<file path="src/logic/ppp_pkg.sv">
// Package of constants and types for the parallel programming port
package ppp_pkg;
    // Action select coding
    localparam logic [1:0] PPP_ACT_ADDR = 2'h0;
    localparam logic [1:0] PPP_ACT_DATA = 2'h1;
    localparam logic [1:0] PPP_ACT_CMD = 2'h2;
    localparam logic [1:0] PPP_ACT_IDLE = 2'h3;
    // Command bytes
    localparam logic [7:0] PPP_CMD_NOP = 8'h00;
    localparam logic [7:0] PPP_CMD_ERASE = 8'h80;
    localparam logic [7:0] PPP_CMD_WR_FUSE = 8'h40;
    localparam logic [7:0] PPP_CMD_WR_LOCK = 8'h20;
    localparam logic [7:0] PPP_CMD_WR_FLASH = 8'h10;
    localparam logic [7:0] PPP_CMD_WR_EEP = 8'h11;
    localparam logic [7:0] PPP_CMD_RD_SIG = 8'h08;
    localparam logic [7:0] PPP_CMD_RD_FUSE = 8'h04;
    localparam logic [7:0] PPP_CMD_RD_FLASH = 8'h02;
    localparam logic [7:0] PPP_CMD_RD_EEP = 8'h03;
    // Page geometry: 128 words per Flash page
    localparam int PPP_PAGE_WORDS = 128;
    localparam int PPP_WORD_BITS = 7;
    localparam int PPP_FIFO_DEPTH = 16;
    // Entry: strobe edges and settle time
    localparam logic [3:0] PPP_ENTRY_EDGES = 4'h6;
    localparam int PPP_SETTLE_NS = 100;
    localparam int PPP_CLK_NS = 25;
    localparam logic [3:0] PPP_SETTLE_CYC = 4'((PPP_SETTLE_NS + PPP_CLK_NS - 1) / PPP_CLK_NS);
    // Busy times in cycles (plain defaults)
    localparam logic [7:0] PPP_ERASE_CYC = 8'h40;
    localparam logic [7:0] PPP_PROG_CYC = 8'h20;
    // Reset values
    localparam logic [7:0] PPP_FUSE_RST = 8'hFF;
    localparam logic [7:0] PPP_LOCK_RST = 8'hFF;
    localparam logic [7:0] PPP_SIG_BYTE = 8'h5A; // Value arbitrary
    localparam logic [7:0] PPP_CAL_BYTE = 8'hA5; // Value arbitrary

    // Programmer side pins
    typedef struct packed {
        logic [1:0] action;
        logic byte_select_one;
        logic byte_select_two;
        logic page_load_strobe;
        logic wr_n;
        logic oe_n;
    } ppp_pins_t;

    // Memory write request carried to the array port
    typedef struct packed {
        logic flash;
        logic [15:0] addr;
        logic [15:0] data;
    } ppp_wreq_t;

    typedef enum logic [1:0] {
        PPP_ST_IDLE = 2'b00,
        PPP_ST_ERASE = 2'b01,
        PPP_ST_PROG = 2'b10
    } ppp_state_t;
endpackage : ppp_pkg

</file>
<file path="src/logic/ppp_fifo.sv">
// Synchronous FIFO with valid and ready on both sides
module ppp_fifo #(
    parameter int WIDTH = 33,
    parameter int DEPTH = 16
) (
    // Clock and reset
    input wire logic ref_clk_i,
    input wire logic srst_i,
    // Fill side
    input wire logic in_valid_i,
    output logic in_ready_o,
    input wire logic [WIDTH-1:0] in_data_i,
    // Drain side
    output logic out_valid_o,
    input wire logic out_ready_i,
    output logic [WIDTH-1:0] out_data_o
);
    localparam int AW = $clog2(DEPTH);
    logic [WIDTH-1:0] mem_q [DEPTH];
    logic [AW-1:0] wr_q;
    logic [AW-1:0] rd_q;
    logic [AW:0] cnt_q;
    logic push;
    logic pop;

    // Honest full and empty from the fill count
    assign in_ready_o = cnt_q != (AW+1)'(DEPTH);
    assign out_valid_o = cnt_q != '0;
    assign out_data_o = mem_q[rd_q];
    assign push = in_valid_i && in_ready_o;
    assign pop = out_valid_o && out_ready_i;

    // Storage carries no reset
    always_ff @(posedge ref_clk_i) begin
        if (push) begin
            mem_q[wr_q] <= in_data_i;
        end
    end

    // Pointers and count
    always_ff @(posedge ref_clk_i) begin
        if (srst_i) begin
            wr_q <= '0;
            rd_q <= '0;
            cnt_q <= '0;
        end else begin
            if (push) begin
                wr_q <= AW'(wr_q + 1'b1);
            end
            if (pop) begin
                rd_q <= AW'(rd_q + 1'b1);
            end
            cnt_q <= (AW+1)'(cnt_q + (AW+1)'(push) - (AW+1)'(pop));
        end
    end
endmodule : ppp_fifo

</file>
<file path="src/logic/ppp_port.sv">
// Parallel programming port: command, address and data loading, erase and page write
//
// Behaviour
// - Strobe edge action: address, data, command, idle
// - Byte select one picks address byte
// - Byte select one picks data byte
// - Decode write commands; write pulse executes command
// - Decode read commands for output data
// - Ready low while programming, high otherwise
// - Drive data bus only while oe low
// - Byte select two picks extra lane
// - Entry pins change in window: no entry
// - Command and address kept across operations
// - Erase clears flash, eeprom, locks; fuses kept
// - Preserve fuse keeps eeprom through erase
// - Write pulse starts erase, busy till done
// - Page load latches word into buffer
// - Low bits word, upper bits page
// - Write pulse with bs1 low writes page
// - Nop command resets write signals
module ppp_port
    import ppp_pkg::*;
(
    // Clock and reset
    input wire logic ref_clk_i,
    input wire logic srst_i,
    // Programming pins
    input wire logic crystal_strobe_pin_i,
    input wire ppp_pins_t pins_i,
    input wire logic hv_reset_i,
    output logic ready_busy_out_o,
    // Bidirectional data bus
    input wire logic [7:0] data_i,
    output logic [7:0] data_o,
    output logic data_oe_o,
    // Memory array side
    output logic mem_wr_valid_o,
    input wire logic mem_wr_ready_i,
    output ppp_wreq_t mem_wr_o,
    output logic erase_flash_o,
    output logic erase_eeprom_o,
    input wire logic [15:0] mem_rd_data_i,
    input wire logic eeprom_preserve_fuse_i,
    // Status
    output logic prog_mode_o,
    output logic [7:0] fuse_lo_o,
    output logic [7:0] fuse_hi_o,
    output logic [7:0] fuse_ext_o,
    output logic [7:0] lock_o
);
    ppp_state_t state_q;
    logic xs_q;
    logic wr_n_q;
    logic strobe_rise;
    logic wr_fall;
    logic [7:0] cmd_q;
    logic [15:0] addr_q;
    logic [15:0] data_q;
    logic [15:0] page_q [PPP_PAGE_WORDS];
    logic [PPP_PAGE_WORDS-1:0] page_vld_q;
    logic [PPP_WORD_BITS-1:0] scan_q;
    logic [7:0] busy_q;
    logic [3:0] edges_q;
    logic [3:0] settle_q;
    logic hv_q;
    logic [3:0] entry_pins_q;
    logic [3:0] entry_pins;
    logic fifo_ready;
    logic push_valid;
    logic [7:0] fuse_lo_q;
    logic [7:0] fuse_hi_q;
    logic [7:0] fuse_ext_q;
    logic [7:0] lock_q;
    logic [7:0] rd_byte;
    logic sig_cmd;

    // Write command decode, used by the sequencer
    function automatic logic is_write_cmd(input logic [7:0] c);
        return c == PPP_CMD_ERASE || c == PPP_CMD_WR_FUSE || c == PPP_CMD_WR_LOCK ||
               c == PPP_CMD_WR_FLASH || c == PPP_CMD_WR_EEP;
    endfunction

    // Edge detection; pins are synchronous to the clock
    assign strobe_rise = crystal_strobe_pin_i && !xs_q;
    assign wr_fall = !pins_i.wr_n && wr_n_q && prog_mode_o && state_q == PPP_ST_IDLE;
    assign entry_pins = {pins_i.page_load_strobe, pins_i.action, pins_i.byte_select_one};
    always_ff @(posedge ref_clk_i) begin
        if (srst_i) begin
            xs_q <= 1'b0;
            wr_n_q <= 1'b1;
        end else begin
            xs_q <= crystal_strobe_pin_i;
            wr_n_q <= pins_i.wr_n;
        end
    end

    // Entry: count strobe edges while reset is low, then demand stable zero pins after high voltage
    always_ff @(posedge ref_clk_i) begin
        if (srst_i) begin
            edges_q <= '0;
            settle_q <= '0;
            hv_q <= 1'b0;
            entry_pins_q <= '0;
            prog_mode_o <= 1'b0;
        end else begin
            hv_q <= hv_reset_i;
            entry_pins_q <= entry_pins;
            if (!hv_reset_i) begin
                prog_mode_o <= 1'b0;
                settle_q <= '0;
                if (strobe_rise && edges_q != PPP_ENTRY_EDGES) begin
                    edges_q <= edges_q + 4'h1;
                end
            end else if (!hv_q) begin
                // Pins must be zero when high voltage arrives
                settle_q <= (edges_q == PPP_ENTRY_EDGES && entry_pins == '0) ? 4'h1 : 4'h0;
                edges_q <= '0;
            end else if (settle_q != '0 && !prog_mode_o) begin
                if (entry_pins != entry_pins_q || entry_pins != '0) begin
                    settle_q <= '0;
                end else if (settle_q == PPP_SETTLE_CYC) begin
                    prog_mode_o <= 1'b1;
                end else begin
                    settle_q <= settle_q + 4'h1;
                end
            end
        end
    end

    // Command, address and data loading; loaded values stay until overwritten
    always_ff @(posedge ref_clk_i) begin
        if (srst_i) begin
            cmd_q <= PPP_CMD_NOP;
            addr_q <= '0;
            data_q <= '0;
        end else if (prog_mode_o && strobe_rise) begin
            case (pins_i.action)
                PPP_ACT_ADDR: begin
                    if (pins_i.byte_select_one) begin
                        addr_q[15:8] <= data_i;
                    end else begin
                        addr_q[7:0] <= data_i;
                    end
                end
                PPP_ACT_DATA: begin
                    if (pins_i.byte_select_one) begin
                        data_q[15:8] <= data_i;
                    end else begin
                        data_q[7:0] <= data_i;
                    end
                end
                PPP_ACT_CMD: cmd_q <= data_i;
                default: ;
            endcase
        end
    end

    // Page buffer: latch on page load with bs1 high; nop or a finished write clears the valid map
    always_ff @(posedge ref_clk_i) begin
        if (prog_mode_o && pins_i.page_load_strobe && pins_i.byte_select_one && state_q == PPP_ST_IDLE) begin
            page_q[addr_q[PPP_WORD_BITS-1:0]] <= data_q;
        end
    end
    always_ff @(posedge ref_clk_i) begin
        if (srst_i) begin
            page_vld_q <= '0;
        end else begin
            if (prog_mode_o && strobe_rise && pins_i.action == PPP_ACT_CMD && data_i == PPP_CMD_NOP) begin
                page_vld_q <= '0;
            end else if (state_q == PPP_ST_PROG && busy_q == 8'h01) begin
                page_vld_q <= '0;
            end
            if (prog_mode_o && pins_i.page_load_strobe && pins_i.byte_select_one &&
                state_q == PPP_ST_IDLE) begin          // Latch beside a clear survives: set wins
                page_vld_q[addr_q[PPP_WORD_BITS-1:0]] <= 1'b1;
            end
        end
    end

    // Sequencer: erase and page/fuse/lock programming
    always_ff @(posedge ref_clk_i) begin
        if (srst_i) begin
            state_q <= PPP_ST_IDLE;
            busy_q <= '0;
            scan_q <= '0;
        end else begin
            case (state_q)
                PPP_ST_IDLE: begin
                    scan_q <= '0;
                    if (wr_fall && cmd_q == PPP_CMD_ERASE) begin
                        state_q <= PPP_ST_ERASE;
                        busy_q <= PPP_ERASE_CYC;
                    end else if (wr_fall && is_write_cmd(cmd_q)) begin
                        state_q <= PPP_ST_PROG;
                        busy_q <= PPP_PROG_CYC;
                    end
                end
                PPP_ST_ERASE: begin
                    busy_q <= busy_q - 8'h01;
                    if (busy_q == 8'h01) begin
                        state_q <= PPP_ST_IDLE;
                    end
                end
                PPP_ST_PROG: begin
                    // Walk the buffer first; back-pressure from the FIFO stalls the walk
                    if (!push_valid || fifo_ready) begin
                        scan_q <= PPP_WORD_BITS'(scan_q + 1'b1);
                    end
                    if (scan_q == '1 && (!push_valid || fifo_ready)) begin
                        busy_q <= busy_q - 8'h01;
                    end else if (busy_q != PPP_PROG_CYC) begin
                        busy_q <= busy_q - 8'h01;
                    end
                    if (busy_q == 8'h01) begin
                        state_q <= PPP_ST_IDLE;
                    end
                end
                default: state_q <= PPP_ST_IDLE;
            endcase
        end
    end

    // Ready low while a programming step is busy
    assign ready_busy_out_o = state_q == PPP_ST_IDLE;

    // Erase strobes; eeprom spared when the preserve fuse is programmed (low)
    assign erase_flash_o = state_q == PPP_ST_ERASE && busy_q == PPP_ERASE_CYC;
    assign erase_eeprom_o = erase_flash_o && eeprom_preserve_fuse_i;

    // Fuses, locks: locks clear only at the end of erase, after the array is gone
    always_ff @(posedge ref_clk_i) begin
        if (srst_i) begin
            fuse_lo_q <= PPP_FUSE_RST;
            fuse_hi_q <= PPP_FUSE_RST;
            fuse_ext_q <= PPP_FUSE_RST;
            lock_q <= PPP_LOCK_RST;
        end else if (state_q == PPP_ST_ERASE && busy_q == 8'h01) begin
            lock_q <= PPP_LOCK_RST;
        end else if (wr_fall && cmd_q == PPP_CMD_WR_LOCK) begin
            lock_q <= data_q[7:0];
        end else if (wr_fall && cmd_q == PPP_CMD_WR_FUSE) begin
            if (pins_i.byte_select_two) begin
                fuse_ext_q <= data_q[7:0];
            end else if (pins_i.byte_select_one) begin
                fuse_hi_q <= data_q[7:0];
            end else begin
                fuse_lo_q <= data_q[7:0];
            end
        end
    end
    assign fuse_lo_o = fuse_lo_q;
    assign fuse_hi_o = fuse_hi_q;
    assign fuse_ext_o = fuse_ext_q;
    assign lock_o = lock_q;

    // Only buffered words of a Flash page write are pushed into the FIFO toward the array
    logic [32:0] push_data;
    logic [15:0] page_addr;
    assign page_addr = {addr_q[15:PPP_WORD_BITS], scan_q};
    assign push_valid = state_q == PPP_ST_PROG && cmd_q == PPP_CMD_WR_FLASH && page_vld_q[scan_q] &&
                        busy_q == PPP_PROG_CYC;
    assign push_data = {1'b1, page_addr, page_q[scan_q]};
    ppp_fifo #(.WIDTH(33), .DEPTH(PPP_FIFO_DEPTH)) u_fifo (
        .ref_clk_i(ref_clk_i),
        .srst_i(srst_i),
        .in_valid_i(push_valid),
        .in_ready_o(fifo_ready),
        .in_data_i(push_data),
        .out_valid_o(mem_wr_valid_o),
        .out_ready_i(mem_wr_ready_i),
        .out_data_o(mem_wr_o)
    );

    // Read data selection by command and byte selects
    assign sig_cmd = cmd_q == PPP_CMD_RD_SIG;
    always_comb begin
        rd_byte = 8'h00;
        if (cmd_q == PPP_CMD_RD_FLASH) begin
            rd_byte = pins_i.byte_select_one ? mem_rd_data_i[15:8] : mem_rd_data_i[7:0];
        end else if (cmd_q == PPP_CMD_RD_EEP) begin
            rd_byte = mem_rd_data_i[7:0];
        end else if (sig_cmd) begin
            rd_byte = pins_i.byte_select_one ? PPP_CAL_BYTE : PPP_SIG_BYTE;
        end else if (cmd_q == PPP_CMD_RD_FUSE) begin
            case ({pins_i.byte_select_two, pins_i.byte_select_one})
                2'b00: rd_byte = fuse_lo_q;
                2'b11: rd_byte = fuse_hi_q;
                2'b10: rd_byte = fuse_ext_q;
                default: rd_byte = lock_q;
            endcase
        end
    end

    // Registered bus drive while oe is low
    always_ff @(posedge ref_clk_i) begin
        if (srst_i) begin
            data_o <= 8'h00;
            data_oe_o <= 1'b0;
        end else begin
            data_o <= rd_byte;
            data_oe_o <= prog_mode_o && !pins_i.oe_n;
        end
    end
endmodule : ppp_port

</file>
<file path="config.mk">
export PLATFORM = sky130hd
export DESIGN_NAME = ppp_port
export DESIGN_NICKNAME = d
export VERILOG_FILES = /design/src/logic/ppp_pkg.sv /design/src/logic/ppp_fifo.sv /design/src/logic/ppp_port.sv
export SDC_FILE = /design/constraint.sdc
export NUM_CORES = 2
export LEC_CHECK = 0
export BUFFER_PORTS_ARGS = -buffer_cell sky130_fd_sc_hd__buf_2
export CORE_MARGIN = 10
export CORE_UTILIZATION = 30
export CTS_BUF_LIST = sky130_fd_sc_hd__clkbuf_8 sky130_fd_sc_hd__clkbuf_16
export CTS_CLUSTER_DIAMETER = 40
export DETAILED_ROUTE_END_ITERATION = 12
export MAX_ROUTING_LAYER = met4
export PLACE_DENSITY = 0.55
export SLEW_MARGIN = 15
export SYNTH_ARGS = -nofsm -noshare
export SYNTH_HDL_FRONTEND = slang
export SYNTH_SLANG_ARGS = --single-unit
</file>
<file path="constraint.sdc">
create_clock -name ref_clk_i -period 11.1 [get_ports ref_clk_i]
set_clock_uncertainty 0.05 [all_clocks]
set_input_delay 0.555 -clock ref_clk_i [delete_from_list [all_inputs] [get_ports ref_clk_i]]
set_output_delay 0.555 -clock ref_clk_i [all_outputs]
set_load 0.1 [all_outputs]
</file>
==> results.md <==
- Worst R2R Start: scan_q[0]
- Post-route setup TNS: 0 ns
- FMAX: about 180 MHz
- RSZ-0062 raised after global routing: false
- Worst-Margin Slew: 1.23 ns
- Area after DPL: around 120000 sq um
- Sequential share of the synthesized area: 75.9%
- Area grow syn2layout: 18.8%
- Die area: 385000 sq um
- Top_reg_cell synth: edfxtp_1
- Dpl ws: 5.47 ns
- Total power: 24700 uW
- Top post-synthesis cells by area: edfxtp_1 (71%), mux4_2 (18%), dfxtp_1 (4.9%), nor2_1 (1.2%), mux2i_1 (0.94%)
- Via count: 53100
- Synth Net Count: between 5000 and 6000
- Dominant cell type by area after synthesis: edfxtp_1
- Synth warnings: 0
- WL per Instance: between 20 and 30 um
- Final-report max-slew violation count: 0
- Die X: between 600 and 700 um
- Clock Path Buffers: 4
- Setup WS post-layout: 5.44 ns
- Port Buf Inserts: 114
- CTS resizes: 0
- Clk pwr share: 48.7%
- Drt initial violations: about 6000
- Filler cells: roughly 33000
- Die Y: between 600 and 700 um
- Top cell type's share of synthesized area: between 70% and 80%
- Reg2Reg Setup Slack: around 5.4 ns
- Syn Inst Count: 4955
- Hold Path Class: in2reg
- Final hold viol count: 0
- Routed Antenna Nets: 0
- Overflow after GRT: 0
- CTS sink count: roughly 2800
- Design area: 129000 sq um
- IO Count: roughly 120
- Core ar.: 359000 sq um
- Vias in the first global route: about 54000
- Synthesized area: 108000 sq um
- Required time worst endpoint: about 12 ns
- Vias per cell: a little over 5
- Yosys cell types: 67
- Final Core Density: between 30% and 40%
- CTS Root Cell: clkbuf_16
- Sequential power share: between 40% and 50%
- H-tree depth: 5
- Routability congestion estimate: between 0.7 and 0.8
- 1st-pass router iterations: 7
- GR Util All Layers: 14.9%
- WS Path Type: reg2reg
- Pwr/cell area: 192 nW/um^2
- Clock slew at reported path FFs: ~0.060 ns
- Syn_area_per_cell: 21.9 sq um
- HPWL Detailed: approximately 160000 um
- Leakage power: 0.0443 uW
- Maximum number of pins on one net before global-route repair: roughly 140
- CTS buffer count: 376
- CTS tree: built
- # setup viols final: 0
- Max FO, Critical Path: 42
- Number of synthesized flops with an enable pin: 2560
- First-pass GRT wire length: between 400000 and 500000 um
- # rows: 220
- Fraction of registers with async set/reset: 0%
- Switching Power: between 5000 and 6000 uW
- Critical path data arrival time: 6.12 ns
- Worst Setup SP: scan_q[0]
- Worst skew pair latency: 0.89 ns
- Crit share post-route: approximately 51%
- #FFs+latches synth: 2826
- Nets: about 5500
- Status: finished clean
- Gate power share: ~4.7%
- Layout cells sized above 1: 33.3%
- Switching share of power: between 20% and 30%
- Wirelength, routed: around 290000 um
- Critical Path End Type: flop
- Slew HR: between 10% and 20%
- Peak VDD IR: 117 uV
- Initial Utilization: 30.1%
- Initial antenna violation count: 16
- Crit start category: flop
- DR DRC count: 0
- Postcts setup bufs: 0
- Minimum clock period: around 5.7 ns
- Worst hold start: srst_i
- Max cap viols: 0
- Cell internal pwr: between 15000 and 20000 uW
==> per-stage QoR <==
step / hold slack [ns] / std cells
global route: 0.109 / 10500
global placement: 0.411 / 9775
finish: 0.113 / 10500
detailed placement: 0.422 / 9775
floorplan: 0.398 / 4955
CTS: 0.0631 / 10500
==> worst paths after layout <==
kind,endpoint,depth (start not counted)
worst min register to register,page_vld_q[17],2
worst min-delay path,entry_pins_q[0],2
worst max register to register,u_fifo.mem_q[2][12],10
worst max-delay path,u_fifo.mem_q[2][12],10
==> cells by family after synthesis <==
family	share of synthesized area, %
compound gates	1.19
other cells	0.00346
flops	75.9
buf+inv	1.14
fa+ha+maj	0.261
simple gates	2.37
xor+xnor	0.0970
mux	19.1
==> placed cells by master (no fill, tap or decap), types with 7 or more instances in the layout <==
| cell | count |
|---|---|
| edfxtp_1 | 2560 |
| mux4_2 | 856 |
| clkbuf_16 | 385 |
| nor2_1 | 313 |
| dfxtp_1 | 236 |
| buf_4 | 195 |
| a21oi_1 | 155 |
| buf_2 | 113 |
| mux2i_1 | 102 |
| nand2_1 | 97 |
| inv_6 | 66 |
| inv_1 | 61 |
| clkinv_2 | 41 |
| clkinv_4 | 39 |
| clkinvlp_4 | 35 |
| bufinv_16 | 32 |
| nor2_4 | 26 |
| clkinv_1 | 26 |
| dfxtp_4 | 25 |
| nand3_1 | 24 |
| dlygate4sd3_1 | 23 |
| ha_1 | 21 |
| nor2b_1 | 18 |
| nor3_1 | 18 |
| mux2_2 | 16 |
| o21ai_0 | 13 |
| nor2_2 | 13 |
| a31oi_1 | 12 |
| or3_1 | 12 |
| nand4_1 | 12 |
| inv_8 | 12 |
| xor2_1 | 10 |
| clkinv_8 | 10 |
| a22oi_1 | 9 |
| nor4_1 | 7 |
| nand2b_1 | 7 |
==> repair_timing <==
item                                   CTS  global route
hold buffers                            23             0
setup endpoints to repair                0             0
endpoints found under the hold margin   20             0
==> layout make-up <==
type | instances | area (sq um) | share of cell area, %
Sequential cell | 2826 | 82300 | 64.0
Multi-Input combinational cell | 1830 | 25100 | 19.6
Clock buffer | 390 | 9700 | 7.54
Tap cell | 4773 | 5970 | 4.64
Clock inverter | 297 | 2980 | 2.31
Timing Repair Buffer | 339 | 2400 | 1.87
Inverter | 30 | 113 | 0.0875
Antenna cell | 6 | 15.0 | 0.0117
==> power by group through the flow <==
stage	Clock (uW)	Combinational, uW	Sequential, uW
finish	12000	1160	11500
global route	12700	1230	11500
CTS	12200	1190	11500
detailed placement	0	1180	11700
global placement	0	1190	11700
floorplan	0	959	11700
==> flip-flops by register name, summed over array words and instances, names as in the netlist, 2 cells and up, named ones only <==
name	count
page_q	2048
scan_q	7
data_q	16
lock_o	8
u_fifo.wr_q	4
edges_q	4
u_fifo.rd_q	4
fuse_lo_o	8
page_vld_q	128
busy_q	8
state_q	2
u_fifo.cnt_q	5
settle_q	4
fuse_ext_o	8
data_o	8
cmd_q	8
entry_pins_q	4
u_fifo.mem_q	512
addr_q	16
fuse_hi_o	8
==> Yosys cell counts (6+ instances only) <==
library cell and count:
nor2_1 351, o21ai_0 13, mux4_2 856, xor2_1 10, nand3_1 24, mux4_1 6, mux2_2 16, or3_1 12
dfxtp_1 266, a31oi_1 12, nand2_1 97, a22oi_1 9, inv_1 29, nor4_1 8, buf_1 40, buf_2 54
a21oi_1 156, nor3_1 22, mux2i_1 102, ha_1 21, nand4_1 12, clkbuf_1 168, edfxtp_1 2560, nand2b_1 7
nor2b_1 18
==> routing by layer <==
| metal | part of all wire, % | up-vias | track usage [%] | routed length, um |
|---|---|---|---|---|
| met5 | 0 | - | - | 0 |
| met4 | 2.9 | 0 | 4.32 | 8340 |
| met3 | 6.7 | 462 | 2.22 | 19100 |
| met2 | 49 | 2034 | 24.1 | 141000 |
| met1 | 41 | 28900 | 19.6 | 118000 |
| li1 | - | 21700 | - | - |
==> worst max-delay path: stages (launching register included) <==
cell and delay, ns:
dfxtp_4 0.47, buf_4 0.60, mux4_1 0.39, mux2i_1 0.16, or2_2 0.35, a221oi_1 0.87
buf_4 0.26, o2111a_1 0.50, nand2_1 0.35, nor3_2 0.63, buf_4 0.56
No activity file was read; power rests on OpenSTA's default activity.
